$ cat src/common/id_phase_cfg.svh
// constants for the identification and phase count register slice
`ifndef ID_PHASE_CFG_SVH
`define ID_PHASE_CFG_SVH
// ==================================================
// command codes
`define CMD_BOARD_REV   8'h9B
`define CMD_BUILD_DATE  8'h9D
`define CMD_PART_ID     8'hAD
`define CMD_SILICON_REV 8'hAE
`define CMD_PHASE_COUNT 8'hD0
// ==================================================
// reset values and fixed fields
`define BOARD_REV_RST   16'h0000
`define BUILD_DATE_RST  24'h000000
`define PHASE_CODE_RST  3'h0
`define PRODUCT_CODE    8'h5A
`define SILICON_CODE    8'h01
`define PHASE_MAX_CODE  3'h7
`define PHASE_HW_MAX    3'h6
`endif

$ cat src/common/id_phase_pkg.sv
// types for the identification and phase count register slice
package id_phase_pkg;
	// ==================================================
	// register access request from the serial engine
	typedef struct packed {
		logic        wr;
		logic        rd;
		logic [7:0]  cmd;
		logic [23:0] wdata;
	} reg_req_s;
endpackage

$ cat src/design/id_phase_regs.sv
// identification words and operating phase count registers
`timescale 1ns/1ps
`default_nettype none
`include "id_phase_cfg.svh"

// What this block does
// - a 16-bit board revision word is kept and returned by block write and block read.
// - the part identifier reads as a fixed product byte over the configuration revision byte.
// - the silicon revision word reads as a fixed silicon byte over the configuration revision byte.
// - phase codes 1 to 6 run that many phases, capped at the strap limit, and codes 0 and 7 run the maximum available.
// - with auto shedding on, phase count writes are ignored and reads give the phases in use.
// - auto shedding is on only when its pin sees a resistor to ground, not a short.
module id_phase_regs
	import id_phase_pkg::*;
(
	// clock and reset
	input  wire logic       clock,
	input  wire logic       reset_n,
	input  wire logic       clk_en,
	// register access
	input  wire reg_req_s   req,
	output logic [23:0]     rdata,
	output logic            rvalid,
	// pins and status
	input  wire logic [5:0] phase_strap_high,
	input  wire logic       shed_pin_resistor,
	input  wire logic       shed_pin_shorted,
	input  wire logic [2:0] shed_phases_now,
	input  wire logic [7:0] config_revision,
	output logic [2:0]      phases_run,
	output logic            shed_enabled
);
	// ==================================================
	// pin synchronisers
	// each pin bit has its own two-stage chain; logic reads only the second stage
	localparam int PIN_BITS = 8;
	logic [PIN_BITS-1:0] pin_raw;
	logic [PIN_BITS-1:0] pin_sync;
	logic [5:0]          strap_sync;
	logic                res_sync;
	logic                short_sync;

	assign pin_raw = {shed_pin_shorted, shed_pin_resistor, phase_strap_high};

	genvar g;
	generate
		for (g = 0; g < PIN_BITS; g = g + 1) begin : g_sync
			logic s1_q;
			logic s1_d;
			logic s2_q;
			logic s2_d;
			always_comb begin
				s1_d = pin_raw[g];
				s2_d = s1_q;
			end
			always_ff @(posedge clock or negedge reset_n) begin
				if (!reset_n) begin
					s1_q <= 1'b0;
					s2_q <= 1'b0;
				end else if (clk_en) begin
					s1_q <= s1_d;
					s2_q <= s2_d;
				end
			end
			assign pin_sync[g] = s2_q;
		end
	endgenerate

	assign strap_sync = pin_sync[5:0];
	assign res_sync   = pin_sync[6];
	assign short_sync = pin_sync[7];

	// ==================================================
	// command decode
	localparam int SEL_BOARD   = 0;
	localparam int SEL_DATE    = 1;
	localparam int SEL_PART    = 2;
	localparam int SEL_SILICON = 3;
	localparam int SEL_PHASE   = 4;

	// one-hot select; the write and the read path share it so they cannot disagree
	function automatic logic [4:0] reg_select(input logic [7:0] cmd);
		logic [4:0] sel;
		sel = 5'h00;
		if (cmd == `CMD_BOARD_REV) begin
			sel[SEL_BOARD] = 1'b1;
		end else if (cmd == `CMD_BUILD_DATE) begin
			sel[SEL_DATE] = 1'b1;
		end else if (cmd == `CMD_PART_ID) begin
			sel[SEL_PART] = 1'b1;
		end else if (cmd == `CMD_SILICON_REV) begin
			sel[SEL_SILICON] = 1'b1;
		end else if (cmd == `CMD_PHASE_COUNT) begin
			sel[SEL_PHASE] = 1'b1;
		end
		return sel;
	endfunction

	// first strapped-high output caps the count below it
	function automatic logic [2:0] limit_from_straps(input logic [5:0] hi);
		logic [2:0] n;
		n = `PHASE_HW_MAX;
		for (int i = 5; i >= 0; i--) begin
			if (hi[i]) begin
				n = 3'(i);
			end
		end
		return n;
	endfunction

	logic [4:0] wr_sel;
	logic [4:0] rd_sel;

	assign wr_sel = req.wr ? reg_select(req.cmd) : 5'h00;
	assign rd_sel = req.rd ? reg_select(req.cmd) : 5'h00;

	// ==================================================
	// shedding enable
	logic shed_q;
	logic shed_d;

	always_comb begin
		// a shorted pin overrides the resistor sense
		shed_d = res_sync & ~short_sync;
	end

	always_ff @(posedge clock or negedge reset_n) begin
		if (!reset_n) begin
			shed_q <= 1'b0;
		end else if (clk_en) begin
			shed_q <= shed_d;
		end
	end

	// ==================================================
	// user storage words
	logic [15:0] board_rev_q;
	logic [15:0] board_rev_d;
	logic [23:0] build_date_q;
	logic [23:0] build_date_d;

	always_comb begin
		board_rev_d  = board_rev_q;
		build_date_d = build_date_q;
		if (wr_sel[SEL_BOARD]) begin
			board_rev_d = req.wdata[15:0];
		end
		if (wr_sel[SEL_DATE]) begin
			build_date_d = req.wdata;
		end
		// part id and silicon revision have no write path at all
	end

	always_ff @(posedge clock or negedge reset_n) begin
		if (!reset_n) begin
			board_rev_q  <= `BOARD_REV_RST;
			build_date_q <= `BUILD_DATE_RST;
		end else if (clk_en) begin
			board_rev_q  <= board_rev_d;
			build_date_q <= build_date_d;
		end
	end

	// ==================================================
	// operating phase count
	logic [2:0] phase_code_q;
	logic [2:0] phase_code_d;
	logic [2:0] run_q;
	logic [2:0] run_d;
	logic [2:0] max_phase_limit;
	logic [2:0] requested;

	always_comb begin
		max_phase_limit = limit_from_straps(strap_sync);
		if ((phase_code_q == 3'h0) || (phase_code_q == `PHASE_MAX_CODE)) begin
			requested = max_phase_limit;
		end else if (phase_code_q > max_phase_limit) begin
			requested = max_phase_limit;
		end else begin
			requested = phase_code_q;
		end
		// shedding owns the count; the stored code returns once shedding is off
		run_d = shed_q ? shed_phases_now : requested;
		phase_code_d = phase_code_q;
		if (wr_sel[SEL_PHASE] && !shed_q) begin
			// write timing is the host's duty; not policed here
			phase_code_d = req.wdata[2:0];
		end
	end

	always_ff @(posedge clock or negedge reset_n) begin
		if (!reset_n) begin
			phase_code_q <= `PHASE_CODE_RST;
			run_q        <= 3'h0;
		end else if (clk_en) begin
			phase_code_q <= phase_code_d;
			run_q        <= run_d;
		end
	end

	// ==================================================
	// read answer
	logic [23:0] rdata_q;
	logic [23:0] rdata_d;
	logic        rvalid_q;
	logic        rvalid_d;

	always_comb begin
		rvalid_d = req.rd;
		// data is held at zero outside the answer cycle
		rdata_d  = 24'h000000;
		if (rd_sel[SEL_BOARD]) begin
			rdata_d = {8'h00, board_rev_q};
		end else if (rd_sel[SEL_DATE]) begin
			rdata_d = build_date_q;
		end else if (rd_sel[SEL_PART]) begin
			rdata_d = {8'h00, `PRODUCT_CODE, config_revision};
		end else if (rd_sel[SEL_SILICON]) begin
			rdata_d = {8'h00, `SILICON_CODE, config_revision};
		end else if (rd_sel[SEL_PHASE]) begin
			rdata_d = {21'h00000, shed_q ? run_q : phase_code_q};
		end
	end

	always_ff @(posedge clock or negedge reset_n) begin
		if (!reset_n) begin
			rdata_q  <= 24'h000000;
			rvalid_q <= 1'b0;
		end else if (clk_en) begin
			rdata_q  <= rdata_d;
			rvalid_q <= rvalid_d;
		end
	end

	// ==================================================
	// outputs
	assign rdata        = rdata_q;
	assign rvalid       = rvalid_q;
	assign phases_run   = run_q;
	assign shed_enabled = shed_q;
endmodule
`default_nettype wire

$ cat config.mk
export PLATFORM = sky130hd
export DESIGN_NAME = id_phase_regs
export DESIGN_NICKNAME = d
export VERILOG_FILES = /design/src/common/id_phase_pkg.sv /design/src/design/id_phase_regs.sv
export VERILOG_INCLUDE_DIRS = /design/src /design/src/common
export SDC_FILE = /design/constraint.sdc
export NUM_CORES = 1
export LEC_CHECK = 0
export BUFFER_PORTS_ARGS = -buffer_cell sky130_fd_sc_hd__buf_4
export CAP_MARGIN = 20
export CORE_ASPECT_RATIO = 1.75
export CORE_MARGIN = 1
export CORE_UTILIZATION = 54
export CTS_BUF_LIST = sky130_fd_sc_hd__clkbuf_16
export DETAILED_ROUTE_END_ITERATION = 8
export HOLD_SLACK_MARGIN = 0.03
export PLACE_DENSITY = 0.79
export SYNTH_ARGS = -nofsm -noshare
export SYNTH_HDL_FRONTEND = slang
export SYNTH_SLANG_ARGS = --single-unit
$ cat constraint.sdc
create_clock -name clock -period 2.8 [get_ports clock]
set_input_delay 0.7 -clock clock [delete_from_list [all_inputs] [get_ports clock]]
set_output_delay 0.7 -clock clock [all_outputs]
set_load 0.05 [all_outputs]
Word level (Yosys, flattened, before mapping)
Index checks and enable logic that the tools add are counted.

Bits in latches: 0. Word-level logic and storage cells: 65. Bits in writable memories: 0. Bits in registers: 88. Memories kept: 0. Input port bits: 56. Memory bits (read-only): 0.

Multiply operators: 0. $add $sub $neg: 0. Div/mod/pow operators: 0. Mux-type cells: 26. $lt $le $gt $ge: 1. Reductions and logical operators: 7. Equal/unequal tests: 6. Shifts and indexed selects: 0. Bitwise gates (word level): 2.

Operator list (number): two-way mux 24 bit (2); == test 8 bit (second input constant) (5); two-way mux 3 bit (11); two-way mux 15 bit (1); two-way mux 5 bit (2); two-way mux 9 bit (1); two-way mux 1 bit (6); AND reduction 2 bit (3); two-way mux 2 bit (2); two-way mux 4 bit (1); == test 3 bit (second input constant) (1); greater-than comparator 3 bit (1); logical NOT 3 bit (1); AND 1 bit (1); logical AND 1 bit (1); logical NOT 1 bit (1); logical OR 1 bit (1); inverter 1 bit (1).

Depth between registers and ports, before layout
Word-level depth: 12. Depth in mapped cells: 9. Depth with buffers taken out: 9.

Worst setup path after synthesis
Ideal clock, no wire load.

Kind: input -> register. From: input port req[30] (netlist bit). To: register board_rev_q[10]. Setup slack: 0.564 ns. Arrival time: 2.112 ns. Stages: 5. Required time: 2.675 ns. Cell sequence: and4bb_2 -> nand3_1 -> nor3_2 -> buf_2 -> mux2_2.

Word-level cells in the longest chain between the ends: 4.

RTL lines: start: declaration (line id_phase_regs.sv:21) `input wire reg_req_s req,`; == test 8 bit (no source line); two-way mux 1 bit (line id_phase_regs.sv:85) `` if (cmd == `CMD_BOARD_REV) begin ``; two-way mux 5 bit (line id_phase_regs.sv:114) `assign wr_sel = req.wr ? reg_select(req.cmd) : 5'h00;`; AND reduction 2 bit (no source line); end signal: assignment (line id_phase_regs.sv:156) `` board_rev_q <= `BOARD_REV_RST; ``; end signal: assignment (line id_phase_regs.sv:159) `board_rev_q <= board_rev_d;`; end: declaration (line id_phase_regs.sv:137) `logic [15:0] board_rev_q;`.

Every way passes these cells. A chain may end at the register's enable or synchronous reset.

Worst setup path after layout
From: register g_sync[4].s2_q. To: register run_q[2], in the netlist phases_run[2].

Word-level cells in the longest chain between the ends: 9.

RTL lines: start: declaration (line id_phase_regs.sv:50) `logic s2_q;`; start signal: assignment (line id_phase_regs.sv:59) `s2_q <= 1'b0;`; start signal: assignment (line id_phase_regs.sv:62) `s2_q <= s2_d;`; two-way mux 3 bit (5 in a row) (line id_phase_regs.sv:104) `if (hi[i]) begin`; greater-than comparator 3 bit (line id_phase_regs.sv:177) `end else if (phase_code_q > max_phase_limit) begin`; two-way mux 3 bit (line id_phase_regs.sv:177); two-way mux 3 bit (line id_phase_regs.sv:175) `` if ((phase_code_q == 3'h0) || (phase_code_q == `PHASE_MAX_CODE)) begin ``; two-way mux 3 bit (line id_phase_regs.sv:183) `run_d = shed_q ? shed_phases_now : requested;`; end signal: assignment (line id_phase_regs.sv:197) `run_q <= run_d;`; end: declaration (line id_phase_regs.sv:168) `logic [2:0] run_q;`.

Every way passes these cells.

==> flow_metrics.py <==
metrics = {
    "grt": {
        "grt_pass1_wl_um": 14480,
        "top_usage_layer": "met2",
        "grt_use_met3_pct": 5.478,
        "antenna_found_initial": 0,
        "grt_overflow": 0,
        "met2_usage_pct": 44.56,
        "grt_pass1_vias": 2972,
        "grt_start_max_net_pins": 42,
        "grtUsageTotal_pct": 26.40,
        "grtUsageMet1_pct": 29.78,
    },
    "floorplan": {
        "die_h_um": 114.4,
        "pin_count": 85,
        "core_mm2": 0.006907,
        "start_util_pct": 56.49,
        "fp.dieW_um": 66.25,
        "die_area_mm2": 0.007582,
        "rows": 40,
    },
    "clocking": {
        "clk_pin_slew_ns": 0.06,
        "postCtsSetupBuffers": 0,
        "cts_buffers": 9,
        "cts_sinks": 88,
        "insertion_delay_ns": 0.34,
        "cts_tree": "built",
        "cts.root.buffer_cell": "clkbuf_16",
        "cts.path.max_buffers": 2,
        "cts_max_level": 3,
        "ctsResizeCount": 0,
        "hold_buffers": 0,
    },
    "worst_setup_path": {
        "cp.required_ns": 3.06,
        "startpoint": "g_sync[4].s2_q$_DFFE_PN0P_",
        "slowest_delay_ns": 0.40,
        "rr_startpoint": "g_sync[4].s2_q$_DFFE_PN0P_",
        "path_cells": "inv_1, a21oi_1, o31ai_1, ha_1, nand3_1, o21ai_0, o21ai_0, mux2_2, o21ai_0",
        "cp.arrival_ns": 2.58,
        "startpoint_type": "flop",
        "cp_slowest_cell": "o21ai_0",
        "r2r_slack_ns": 0.48,
        "end_kind": "flop",
        "cp_top_family": "compound AO/OA/AOI/OAI gates",
        "crit_fanout": 3,
        "critPathKind": "reg2reg",
        "crit_path_frequent_cell": "o21ai_0",
        "cp_num_buf_inv": 1,
    },
    "timing": {
        "drv_slew": 0,
        "min_period_ns": 2.319,
        "setup_violations": 0,
        "fin_ws_ns": 0.4808,
        "finalHoldViolCount": 0,
        "tightest_slew_ns": 0.5621,
        "relSlewSlack_pct": 62.53,
        "tns_ns": 0,
        "fmax_mhz": 431.2,
        "skew_ns": 0.003918,
        "timing.final.crit_share_pct": 82.83,
        "rsz0062_at_grt": "false",
    },
    "detailed_routing": {
        "ant_nets": 0,
        "drtIter0Drc": 177,
        "routed_via_density": 5.732,
        "routed-via-count": 2889,
        "wl_per_cell_um": 17.47,
        "drcViolationCount": 0,
        "wirelength_um": 8803,
        "drtPass1Iterations": 4,
    },
    "run": {
        "cap_viol_max_count": 0,
    },
    "yosys": {
        "synthTopCellsByArea": "dfrtp_1 56%, mux2_2 17%, o21ai_0 3.0%, nor2_1 2.4%, nand2_1 2.0%",
        "synthXorXnorAreaFrac_pct": 0.2245,
        "ys_ff_latch": 88,
        "synth_top_family_by_area": "multiplexers",
        "synth_edf_count": 0,
        "synth_top_cell_area_share_pct": 56.45,
        "synthAdderAreaFrac_pct": 0.9622,
        "yosysTopAreaCell": "dfrtp_1",
        "syn_nets": 387,
        "avgSynthCellArea_um2": 11.89,
        "ys_warn_count": 0,
        "synth-main-ff-cell": "dfrtp_1",
        "yosys.area_share.simple_pct": 9.493,
        "synth_area_mm2": 0.003901,
        "syn_inst": 328,
        "ys_types": 39,
        "synthMuxAreaShare_pct": 17.83,
        "synth-seq-area-share_pct": 56.45,
        "ys_async_sr_fraction_pct": 100.0,
        "synth_compound_area_share_pct": 11.87,
    },
    "placement": {
        "dp_hpwl_um": 6509,
        "numPortBuffers": 84,
        "dp_worst_setup_slack_ns": 0.3190,
        "gp_congestion": 0.9494,
    },
    "outcome": {
        "status": "finished clean",
    },
    "final_layout": {
        "final_common_cell": "buf_4",
        "n_antenna_cell": 0,
        "fill_cells": 509,
        "drive_gt1_share_pct": 41.67,
        "fin_nets": 477,
        "fin_util_pct": 71.21,
        "seqCellArea_mm2": 0.002202,
        "mostFrequentLayoutCells": "91 x buf_4, 88 x dfrtp_1, 60 x mux2_2",
        "multi_input_area_mm2": 0.001578,
        "synthToLayoutAreaGrowth_pct": 26.07,
    },
    "worst_hold_path": {
        "holdCritPathClass": "in2async",
    },
    "pwr": {
        "ir_drop_v": 0.0004201,
        "power_density_mw_per_mm2": 567.5,
        "leakagePower_nw": 2.345,
        "power_mw": 2.791,
    },
}
==> power by group <==
part           internal [mW]  total (mW)  switching, mW
registers               1.34        1.39         0.0498
logic                  0.166       0.392          0.227
clock network          0.575        1.01          0.434
total                   2.08        2.79          0.710
==> flip-flops by register name, indices dropped and copies added (netlist names) <==
| register | flops |
|---|---|
| phase_code_q | 3 |
| rdata | 24 |
| g_sync.s2_q | 8 |
| build_date_q | 24 |
| board_rev_q | 16 |
| phases_run | 3 |
| g_sync.s1_q | 8 |
| shed_enabled | 1 |
| rvalid | 1 |
==> cells in the mapped netlist, drive strengths merged (2+ instances only) <==
cell type,number
a21oi,13
o22ai,3
buf,7
a221oi,8
nor3,3
ha,3
a22oi,7
nand2b,4
a211oi,6
nand2,21
mux2,60
o21ai,23
dfrtp,88
clkbuf,7
o31ai,2
nand4,2
inv,18
nand3,11
mux2i,2
nor2,25
==> final timing paths <==
path	to	cells past startpoint
setup / recovery	phases_run[2]$_DFFE_PN0P_	9
hold / removal	g_sync[3].s1_q$_DFFE_PN0P_	1
setup reg to reg	phases_run[2]$_DFFE_PN0P_	9
hold reg to reg	rdata[19]$_DFFE_PN0P_	2
max in group asynchronous	board_rev_q[6]$_DFFE_PN0P_	2
min in group clock	rdata[19]$_DFFE_PN0P_	2
==> kinds of logic after synthesis <==
family	Yosys count
and+or+nand+nor	76
adders and majority gates	3
buffers and inverters	32
xor gates and xnor gates	1
AOI/OAI and AO/OA	66
muxes	62
DFF	88
==> metrics by stage <==
stage / hold WS [ns] / instance area, µm² / cells
5_1_grt: 0.3793 / 4918 / 504
6_report: 0.3371 / 4918 / 504
2_1_floorplan: 0.4044 / 3901 / 328
3_5_place_dp: 0.4865 / 4676 / 491
3_3_place_gp: 0.4756 / 4676 / 491
4_1_cts: 0.3500 / 4918 / 504
==> area by class of cell <==
| class | count | area share, % |
|---|---|---|
| sequential | 88 | 44.77 |
| clock buffer | 9 | 4.579 |
| multi-input combinational | 208 | 32.08 |
| inverter | 18 | 1.374 |
| timing repair buffer | 93 | 14.70 |
| tap | 84 | 2.137 |
| clock inverter | 4 | 0.3561 |
==> layer usage <==
| metal | wire length, µm | up-vias | part of all wire [%] |
|---|---|---|---|
| met3 | 510 | 26 | 5.8 |
| met2 | 4666 | 106 | 53 |
| met4 | 369 | 0 | 4.2 |
| met1 | 3256 | 1402 | 37 |
| met5 | 0 | - | 0 |
| li1 | - | 1355 | - |
Note: power is estimated with default switching activity, not from simulation.
